===== config.mk =====
export PLATFORM = sky130hd
export DESIGN_NAME = swl_serial_loader
export DESIGN_NICKNAME = d
export VERILOG_FILES = /design/src/inc/swl_pkg.sv /design/src/swl_sync.sv /design/src/swl_serial_loader.sv
export SDC_FILE = /design/constraint.sdc
export NUM_CORES = 1
export LEC_CHECK = 0
export ABC_AREA = 1
export BUFFER_PORTS_ARGS = -buffer_cell sky130_fd_sc_hd__buf_2
export CAP_MARGIN = 20
export CELL_PAD_IN_SITES_DETAIL_PLACEMENT = 1
export CELL_PAD_IN_SITES_GLOBAL_PLACEMENT = 2
export CORE_MARGIN = 4
export CORE_UTILIZATION = 36
export CTS_CLUSTER_DIAMETER = 100
export DETAILED_ROUTE_END_ITERATION = 6
export HOLD_SLACK_MARGIN = 0.15
export PLACE_DENSITY_LB_ADDON = 0.1
export SLEW_MARGIN = 20
export SYNTH_ARGS = -nofsm -noshare
export SYNTH_HDL_FRONTEND = slang
export SYNTH_SLANG_ARGS = --single-unit

===== constraint.sdc =====
create_clock -name clk -period 2.9 [get_ports clk]
set_input_delay 0.58 -clock clk [delete_from_list [all_inputs] [get_ports clk]]
set_output_delay 0.58 -clock clk [all_outputs]
set_load 0.05 [all_outputs]

===== src/inc/swl_pkg.sv =====
package swl_pkg;

    // APB map, byte addresses
    localparam logic [7:0] SWL_ADDR_CTRL   = 8'h00;
    localparam logic [7:0] SWL_ADDR_STATUS = 8'h04;
    localparam logic [7:0] SWL_ADDR_MAIN   = 8'h08;
    localparam logic [7:0] SWL_ADDR_PUMP   = 8'h0C;
    localparam logic [7:0] SWL_ADDR_AUX    = 8'h10;
    localparam logic [7:0] SWL_ADDR_REF    = 8'h14;
    localparam logic [7:0] SWL_ADDR_MISC   = 8'h18;
    localparam logic [7:0] SWL_ADDR_TEST   = 8'h1C;
    localparam logic [7:0] SWL_ADDR_SHIFT  = 8'h20;

    localparam int         SWL_CTRL_EN_BIT = 0;
    localparam logic       SWL_CTRL_EN_RST = 1'b1;

    // Serial word geometry
    localparam int         SWL_WORD_W      = 24;
    localparam int         SWL_ADDR_W      = 4;

    // Four-bit address codes; bit 0 set alone selects the main divider word
    localparam logic [3:0] SWL_SEL_MISC    = 4'h2;
    localparam logic [3:0] SWL_SEL_REF     = 4'h4;
    localparam logic [3:0] SWL_SEL_AUX     = 4'h6;
    localparam logic [3:0] SWL_SEL_PUMP    = 4'h8;
    localparam logic [3:0] SWL_SEL_TEST    = 4'hA;

    localparam logic [23:0] SWL_WORD_RST   = 24'h000000;
    localparam logic [7:0]  SWL_CNT_RST    = 8'h00;

    typedef enum logic [5:0] {
        SWL_DEST_NONE = 6'b000001,
        SWL_DEST_MAIN = 6'b000010,
        SWL_DEST_PUMP = 6'b000100,
        SWL_DEST_AUX  = 6'b001000,
        SWL_DEST_REF  = 6'b010000,
        SWL_DEST_MISC = 6'b100000
    } swl_dest_e;

    typedef enum logic [2:0] {
        SWL_SLEEP    = 3'b001,
        SWL_STANDBY  = 3'b010,
        SWL_TRANSMIT = 3'b100
    } swl_mode_e;

    typedef struct packed {
        logic [22:0] ratio;
        logic        sel;
    } swl_main_word_s;

    typedef struct packed {
        logic [9:0] spare;
        logic [1:0] divider_modulus_type;
        logic [7:0] main_pump_current;
        logic [3:0] addr;
    } swl_pump_word_s;

    typedef struct packed {
        logic [4:0]  spare;
        logic        aux_divider_enable;
        logic [12:0] aux_divider_ratio;
        logic        enhanced_program_select;
        logic [3:0]  addr;
    } swl_aux_word_s;

    typedef struct packed {
        logic [2:0]  spare;
        logic        main_divider_enable;
        logic [1:0]  aux_ref_postscale;
        logic [1:0]  main_ref_postscale;
        logic [11:0] reference_ratio;
        logic [3:0]  addr;
    } swl_ref_word_s;

    typedef struct packed {
        logic [7:0] spare;
        logic       sleep_control;
        logic       op_mode;
        logic       tx_shift_loop_on;
        logic [1:0] offset_ratio;
        logic [6:0] power_code;
        logic [3:0] addr;
    } swl_misc_word_s;

    typedef struct packed {
        logic master_clock;
        logic ref_buffer;
        logic main_synth;
        logic aux_synth;
        logic tx_path;
    } swl_func_en_s;

    localparam swl_func_en_s SWL_FUNC_RST = 5'b00000;

    function automatic swl_dest_e swl_dest_of(input logic [23:0] word);
        swl_dest_e d;
        d = SWL_DEST_NONE;
        if (word[0]) begin
            d = SWL_DEST_MAIN;
        end else begin
            unique case (word[3:0])
                SWL_SEL_MISC: d = SWL_DEST_MISC;
                SWL_SEL_REF:  d = SWL_DEST_REF;
                SWL_SEL_AUX:  d = SWL_DEST_AUX;
                SWL_SEL_PUMP: d = SWL_DEST_PUMP;
                default:      d = SWL_DEST_NONE;
            endcase
        end
        return d;
    endfunction

    // Two-bit postscaler select to divide value 1, 2, 4 or 8
    function automatic logic [3:0] swl_postscale(input logic [1:0] sel);
        logic [3:0] v;
        v = 4'h1;
        unique case (sel)
            2'h0: v = 4'h1;
            2'h1: v = 4'h2;
            2'h2: v = 4'h4;
            2'h3: v = 4'h8;
        endcase
        return v;
    endfunction

endpackage


===== src/swl_sync.sv =====
`timescale 1ns/100ps
module swl_sync #(
    parameter int WIDTH = 4
) (
    input  wire logic             clk,
    input  wire logic             rst,
    input  wire logic [WIDTH-1:0] async_in,
    output logic      [WIDTH-1:0] sync_out
);

    logic [WIDTH-1:0] meta_reg;

    always_ff @(posedge clk) begin
        if (rst) begin
            meta_reg <= '0;
            sync_out <= '0;
        end else begin
            meta_reg <= async_in;
            sync_out <= meta_reg;
        end
    end

endmodule


===== src/swl_serial_loader.sv =====
// The APB register port and the register addresses were decided locally.
`timescale 1ns/100ps
module swl_serial_loader (
    input  wire logic                  clk,
    input  wire logic                  rst,
    input  wire logic                  psel,
    input  wire logic                  penable,
    input  wire logic                  pwrite,
    input  wire logic [7:0]            paddr,
    input  wire logic [31:0]           pwdata,
    output logic      [31:0]           prdata,
    output logic                       pready,
    output logic                       pslverr,
    input  wire logic                  serial_clk,
    input  wire logic                  serial_data,
    input  wire logic                  latch_pulse,
    input  wire logic                  main_sync,
    output logic      [22:0]           main_divider_ratio,
    output logic      [7:0]            main_pump_current,
    output logic      [1:0]            divider_modulus_type,
    output logic                       two_modulus_prescaler,
    output logic      [12:0]           aux_divider_ratio,
    output logic                       enhanced_program_select,
    output logic      [11:0]           reference_ratio,
    output logic      [3:0]            main_ref_divide,
    output logic      [3:0]            aux_ref_divide,
    output logic      [6:0]            power_code,
    output logic      [1:0]            offset_ratio,
    output logic                       digital_mode,
    output swl_pkg::swl_mode_e         power_mode,
    output swl_pkg::swl_func_en_s      func_en
);

    // Link lines and their edges
    logic [3:0]               sync_bus;
    logic                     s_clk;
    logic                     s_data;
    logic                     s_latch;
    logic                     s_msync;
    logic                     sclk_d_reg;
    logic                     latch_d_reg;
    logic                     sclk_rise;
    logic                     latch_rise;
    logic [23:0]              shift_reg;
    logic                     ctrl_en_reg;
    logic                     load_word;
    swl_pkg::swl_dest_e       dest;
    logic                     is_test;
    logic                     apply_main;
    // Main word staging and word registers
    logic                     main_pending_reg;
    logic [22:0]              main_hold_reg;
    logic [22:0]              main_ratio_reg;
    swl_pkg::swl_pump_word_s  pump_tmp_reg;
    swl_pkg::swl_pump_word_s  pump_work_reg;
    swl_pkg::swl_aux_word_s   aux_reg;
    swl_pkg::swl_ref_word_s   ref_reg;
    swl_pkg::swl_misc_word_s  misc_reg;
    logic [23:0]              test_reg;
    logic [7:0]               load_cnt_reg;
    // Mode decode and bus side
    swl_pkg::swl_mode_e       mode_next;
    swl_pkg::swl_func_en_s    func_next;
    logic                     setup_ph;
    logic                     wr_take;
    logic [31:0]              rd_next;
    logic                     err_next;

    // Latch enters inverted: a cleared flop equals its idle high level
    swl_sync #(
        .WIDTH (4)
    ) u_sync (
        .clk      (clk),
        .rst      (rst),
        .async_in ({main_sync,
                    ~latch_pulse,
                    serial_data,
                    serial_clk}),
        .sync_out (sync_bus)
    );

    assign s_clk   = sync_bus[0];
    assign s_data  = sync_bus[1];
    assign s_latch = ~sync_bus[2];
    assign s_msync = sync_bus[3];

    // Edge detection on the synchronised link lines
    // Latch history starts high, so reset brings no false load
    always_ff @(posedge clk) begin
        if (rst) begin
            sclk_d_reg  <= 1'b0;
            latch_d_reg <= 1'b1;
        end else begin
            sclk_d_reg  <= s_clk;
            latch_d_reg <= s_latch;
        end
    end

    assign sclk_rise  = s_clk & ~sclk_d_reg;
    assign latch_rise = s_latch & ~latch_d_reg;

    // Shift register, first bit sent ends up as the MSB
    always_ff @(posedge clk) begin
        if (rst) begin
            shift_reg <= swl_pkg::SWL_WORD_RST;
        end else if (!s_latch && sclk_rise) begin
            shift_reg <= {shift_reg[22:0], s_data};
        end
    end

    // A disabled port drops the word; shifting carries on
    assign load_word = latch_rise & ctrl_en_reg;
    assign dest      = swl_pkg::swl_dest_of(shift_reg);
    assign is_test   = ~shift_reg[0] && (shift_reg[3:0] == swl_pkg::SWL_SEL_TEST);

    // Main divider word waits for the divider sync before it takes effect
    assign apply_main = main_pending_reg & s_msync;

    // A newer main word overwrites a pending one; load wins
    always_ff @(posedge clk) begin
        if (rst) begin
            main_hold_reg    <= 23'h000000;
            main_pending_reg <= 1'b0;
        end else begin
            if (load_word && dest == swl_pkg::SWL_DEST_MAIN) begin
                main_hold_reg    <= shift_reg[23:1];
                main_pending_reg <= 1'b1;
            end else if (apply_main) begin
                main_pending_reg <= 1'b0;
            end
        end
    end

    always_ff @(posedge clk) begin
        if (rst) begin
            main_ratio_reg <= 23'h000000;
            pump_work_reg  <= swl_pkg::SWL_WORD_RST;
        // Staged pump fields move with the main word
        end else if (apply_main) begin
            main_ratio_reg <= main_hold_reg;
            pump_work_reg  <= pump_tmp_reg;
        end
    end

    always_ff @(posedge clk) begin
        if (rst) begin
            pump_tmp_reg <= swl_pkg::SWL_WORD_RST;
        end else if (load_word && dest == swl_pkg::SWL_DEST_PUMP) begin
            pump_tmp_reg <= shift_reg;
        end
    end

    always_ff @(posedge clk) begin
        if (rst) begin
            aux_reg <= swl_pkg::SWL_WORD_RST;
        end else if (load_word && dest == swl_pkg::SWL_DEST_AUX) begin
            aux_reg <= shift_reg;
        end
    end

    always_ff @(posedge clk) begin
        if (rst) begin
            ref_reg <= swl_pkg::SWL_WORD_RST;
        end else if (load_word && dest == swl_pkg::SWL_DEST_REF) begin
            ref_reg <= shift_reg;
        end
    end

    always_ff @(posedge clk) begin
        if (rst) begin
            misc_reg <= swl_pkg::SWL_WORD_RST;
        end else if (load_word && dest == swl_pkg::SWL_DEST_MISC) begin
            misc_reg <= shift_reg;
        end
    end

    // Test word has no effect on the block; a reference load wipes it
    always_ff @(posedge clk) begin
        if (rst) begin
            test_reg <= swl_pkg::SWL_WORD_RST;
        end else if (load_word && dest == swl_pkg::SWL_DEST_REF) begin
            test_reg <= swl_pkg::SWL_WORD_RST;
        end else if (load_word && is_test) begin
            test_reg <= shift_reg;
        end
    end

    always_ff @(posedge clk) begin
        if (rst) begin
            load_cnt_reg <= swl_pkg::SWL_CNT_RST;
        end else if (load_word && (dest != swl_pkg::SWL_DEST_NONE || is_test)) begin
            // Accepted words for software; wraps after 255
            load_cnt_reg <= load_cnt_reg + 8'h01;
        end
    end

    // Power mode from the four mode bits; unlisted codes fall back to sleep
    always_comb begin
        mode_next = swl_pkg::SWL_SLEEP;
        if (!misc_reg.sleep_control) begin
            mode_next = swl_pkg::SWL_SLEEP;
        end else if (misc_reg.tx_shift_loop_on && aux_reg.aux_divider_enable
                     && ref_reg.main_divider_enable) begin
            mode_next = swl_pkg::SWL_TRANSMIT;
        end else if (!misc_reg.tx_shift_loop_on && aux_reg.aux_divider_enable
                     && ref_reg.main_divider_enable) begin
            mode_next = swl_pkg::SWL_STANDBY;
        end
    end

    always_comb begin
        func_next = swl_pkg::SWL_FUNC_RST;
        unique case (mode_next)
            swl_pkg::SWL_SLEEP: begin
                func_next.master_clock = 1'b1;
            end
            swl_pkg::SWL_STANDBY: begin
                func_next.master_clock = 1'b1;
                func_next.main_synth   = 1'b1;
                func_next.aux_synth    = 1'b1;
            end
            swl_pkg::SWL_TRANSMIT: begin
                func_next.master_clock = 1'b1;
                func_next.main_synth   = 1'b1;
                func_next.aux_synth    = 1'b1;
                func_next.tx_path      = 1'b1;
            end
        endcase
        // Undefined codes fall to sleep, buffer off there too
        func_next.ref_buffer = (mode_next != swl_pkg::SWL_SLEEP)
                               && (aux_reg.aux_divider_enable
                                   || ref_reg.main_divider_enable);
    end

    always_ff @(posedge clk) begin
        if (rst) begin
            power_mode <= swl_pkg::SWL_SLEEP;
            func_en    <= swl_pkg::SWL_FUNC_RST;
        end else begin
            power_mode <= mode_next;
            func_en    <= func_next;
        end
    end

    // Decoded configuration outputs, all registered
    always_ff @(posedge clk) begin
        if (rst) begin
            main_divider_ratio      <= 23'h000000;
            main_pump_current       <= 8'h00;
            divider_modulus_type    <= 2'h0;
            two_modulus_prescaler   <= 1'b0;
            aux_divider_ratio       <= 13'h0000;
            enhanced_program_select <= 1'b0;
            reference_ratio         <= 12'h000;
            main_ref_divide         <= 4'h1;
            aux_ref_divide          <= 4'h1;
            power_code              <= 7'h00;
            offset_ratio            <= 2'h0;
            digital_mode            <= 1'b0;
        end else begin
            main_divider_ratio      <= main_ratio_reg;
            main_pump_current       <= pump_work_reg.main_pump_current;
            divider_modulus_type    <= pump_work_reg.divider_modulus_type;
            two_modulus_prescaler   <= pump_work_reg.divider_modulus_type[0];
            aux_divider_ratio       <= aux_reg.aux_divider_ratio;
            enhanced_program_select <= aux_reg.enhanced_program_select;
            reference_ratio         <= ref_reg.reference_ratio;
            main_ref_divide         <= swl_pkg::swl_postscale(ref_reg.main_ref_postscale);
            aux_ref_divide          <= swl_pkg::swl_postscale(ref_reg.aux_ref_postscale);
            power_code              <= misc_reg.power_code;
            offset_ratio            <= misc_reg.offset_ratio;
            digital_mode            <= misc_reg.op_mode;
        end
    end

    // APB slave: answer one cycle into the access phase
    // Fixed timing, no wait states; pready stands one cycle
    assign setup_ph = psel & ~penable;
    assign wr_take  = psel & penable & pready & pwrite;

    always_ff @(posedge clk) begin
        if (rst) begin
            // Port enabled out of reset, no bus write needed
            ctrl_en_reg <= swl_pkg::SWL_CTRL_EN_RST;
        end else if (wr_take && paddr == swl_pkg::SWL_ADDR_CTRL) begin
            ctrl_en_reg <= pwdata[swl_pkg::SWL_CTRL_EN_BIT];
        end
    end

    always_comb begin
        rd_next  = 32'h00000000;
        err_next = 1'b0;
        unique case (paddr)
            swl_pkg::SWL_ADDR_CTRL:   rd_next = {31'h00000000, ctrl_en_reg};
            swl_pkg::SWL_ADDR_STATUS: rd_next = {16'h0000, load_cnt_reg, 4'h0,
                                                 main_pending_reg, power_mode};
            swl_pkg::SWL_ADDR_MAIN:   rd_next = {9'h000, main_ratio_reg};
            swl_pkg::SWL_ADDR_PUMP:   rd_next = {8'h00, pump_work_reg};
            swl_pkg::SWL_ADDR_AUX:    rd_next = {8'h00, aux_reg};
            swl_pkg::SWL_ADDR_REF:    rd_next = {8'h00, ref_reg};
            swl_pkg::SWL_ADDR_MISC:   rd_next = {8'h00, misc_reg};
            swl_pkg::SWL_ADDR_TEST:   rd_next = {8'h00, test_reg};
            swl_pkg::SWL_ADDR_SHIFT:  rd_next = {8'h00, shift_reg};
            // Unmapped offsets give slave error and zero data
            default:                  err_next = 1'b1;
        endcase
    end

    always_ff @(posedge clk) begin
        if (rst) begin
            pready  <= 1'b0;
            prdata  <= 32'h00000000;
            pslverr <= 1'b0;
        end else begin
            pready  <= setup_ph;
            // Read data only in the answering cycle
            prdata  <= (setup_ph && !pwrite) ? rd_next : 32'h00000000;
            pslverr <= setup_ph & err_next;
        end
    end

endmodule


==> flow_metrics.tcl <==
set metrics [dict create \
    synth_top_flop_cell "dfxtp_1" \
    die_x_microns 193.2 \
    cts_sinks 344 \
    wl_microns 40860 \
    cp-endpoint "load_cnt_reg[2]" \
    relSlewSlack_pct 37.62 \
    crit_path_end_kind "register" \
    path_clk_slew_ns 0.05 \
    r2r_end "load_cnt_reg[2]" \
    cts_buffer_depth 3 \
    finalHoldViolations 0 \
    clock_latency_ns 0.53 \
    ios 169 \
    antenna_found_initial 0 \
    htreeDepth 2 \
    cts_tree "yes" \
    setup_viol 0 \
    synth_edf_count 0 \
    drt_iter0_drc 470 \
    start_util_pct 36.63 \
    fmax_ghz 0.4691 \
    drt_drc_violations_left 0 \
    fin_setup_tns_ns 0 \
    critPathLaunch "ctrl_en_reg" \
    critPathLaunchType "register" \
    async_flop_share_pct 0 \
    reg2regPathDepth 8 \
    layoutNonFillerInstCount 2151 \
    maxSlewViolCount 0 \
    min_path_type "input pin to register" \
    final_nets 1727 \
    yosys_warnings 0 \
    vias 10622 \
    gp_congestion 0.7731 \
    power.total_uw 9902 \
    grt_pass1_wl_microns 63600 \
    num_antenna_cells 0 \
    maxCapViolations 0 \
    dieArea_sq_um 37320 \
    dp_hpwl_microns 27110 \
    portBuffers 129 \
    seq_area_frac_synth_pct 55.78 \
    drt.antenna.violating_nets 0 \
    syn2layout_area_growth_pct 19.18 \
    fin_skew_ns 0.01342 \
    crit_fanout 17 \
    drt_pass1_iterations 5 \
    grt_setup_unrepaired "no" \
    tightest_slew_ns 0.9356 \
    layout-drive-gt1-share_pct 14.15 \
    status "finished, final reports clean" \
    p_leak_uw 0.006000 \
    min_period_ns 2.132 \
    timing.final.crit_share_pct 73.51 \
    avgSynthCellArea_sq_um 7.858 \
    post-cts-setup-buffer-count 0 \
    netlist_instances 1571 \
    crit_type "register to register" \
    cts_root_buffer "clkbuf_16" \
    ctsHoldBuffers 0 \
    fp.dieH_microns 193.2 \
    overflow 0 \
    utilization_pct 43.66 \
    synthesis.area_sq_um 12350 \
    vias_per_cell 4.938 \
    r2r-start "ctrl_en_reg" \
    reg2reg_slack_ns 0.77 \
    ir_worst_vdd_uv 368.7 \
    synth.distinct_cells 23 \
    avgRoutedWirePerCell_microns 19.00 \
    cts_resized 0 \
    dp.cells 2084 \
    grt_max_degree 87 \
    placementRows 67 \
    yosys_register_bits 344 \
    grt_pass1_vias 10621 \
    cts_buffers 39 \
    required_ns 3.32 \
    crit_arrival_ns 2.55 \
    p_per_area_nw_per_um2 673.0 \
    core_sq_um 33700 \
    grt.total_usage_pct 22.13 \
]
layer usage:
metal	GRT usage, %	part of all wire (%)	wire [microns]
met3	3.169	4.0	1629
met5	0	0	0
met2	34.81	43	17740
met4	4.630	1.7	704
met1	32.54	51	20780
Yosys cell counts (2+ instances only):
cell type | n | area (sq um)
o21ai_1 | 52 | 260.3
nor2_2 | 7 | 43.79
a21oi_1 | 205 | 1026
dfxtp_1 | 344 | 6887
clkbuf_1 | 66 | 247.7
nor3b_1 | 2 | 15.01
buf_2 | 28 | 140.1
nor3_1 | 15 | 75.07
nand4_1 | 9 | 56.30
nand2_2 | 2 | 12.51
nand2_1 | 171 | 641.9
nor2_1 | 201 | 754.5
inv_1 | 159 | 596.8
buf_4 | 10 | 75.07
inv_2 | 6 | 22.52
buf_1 | 2 | 7.510
nand3_1 | 129 | 645.6
o21ai_0 | 158 | 790.8
worst min path at each step:
stage                        from                  to  slack [ns]  cells after the start
2_1_floorplan  u_sync.meta_reg[0]  u_sync.sync_out[0]        0.39                      2
3_3_place_gp   u_sync.meta_reg[3]  u_sync.sync_out[3]        0.40                      2
3_5_place_dp   u_sync.meta_reg[2]  u_sync.sync_out[2]        0.40                      2
4_1_cts               latch_pulse  u_sync.meta_reg[2]        0.19                      2
6_report              latch_pulse  u_sync.meta_reg[2]        0.21                      2
5_1_grt               latch_pulse  u_sync.meta_reg[2]        0.20                      2
placed cells by master (no fill, tap or decap):
cell and instances:
nor3_1 15, ha_1 1, nor2_2 8, nor3b_1 2, inv_4 1, clkbuf_16 39, o21ai_1 52, nand2_2 3
a21oi_1 205, buf_12 5, nor3_4 1, clkinvlp_4 1, nand4_1 9, buf_2 128, buf_4 31, o21ai_0 158
nor2_1 199, nand3_1 129, clkbuf_1 11, clkbuf_8 9, bufinv_16 3, inv_2 6, clkinv_2 3, inv_1 158
dfxtp_1 344, clkinv_1 1, nand2_1 170, conb_1 8, inv_6 1, nor2_4 2
logic make-up after synthesis:
| logic type | share of synthesized area [%] |
|---|---|
| compound gates | 16.82 |
| simple gates | 18.40 |
| fa+ha+maj | 0.1013 |
| other cells | 0.03038 |
| buf+inv | 8.858 |
| flops | 55.78 |
power breakdown:
part | switching, uW | leakage [uW] | internal, uW
Clock | 1930 | 0.000617 | 2970
Sequential | 13.0 | 0.00277 | 4740
Combinational | 195 | 0.00261 | 56.5
worst max-delay path: stages, from the launching register on:
cell     delay [ns]
dfxtp_1        0.33
inv_1          0.14
nor3_4         0.40
buf_4          0.33
nand2_1        0.30
inv_1          0.29
nand3_1        0.11
nand2_1        0.07
a21oi_1        0.04
layout make-up:
| type | instances | area [sq um] |
|---|---|---|
| fill | 4123 | 18990 |
| sequential | 344 | 6887 |
| multi-input combinational | 962 | 4404 |
| clock buffer | 59 | 1141 |
| timing repair buffer | 164 | 973.4 |
| inverter | 166 | 625.6 |
| tap | 448 | 560.5 |
| clock inverter | 8 | 121.4 |
per-stage QoR:
stage               area (sq um)  worst slack (ns)  hold WS [ns]
floorplan                  12370             1.216        0.3883
global placement           13450            0.6668        0.3952
detailed placement         13450            0.5981        0.3999
CTS                        14710            0.7404        0.1912
global route               14710            0.5978        0.2023
finish                     14710            0.7681        0.2093
No activity file was read; power rests on OpenSTA's default activity.
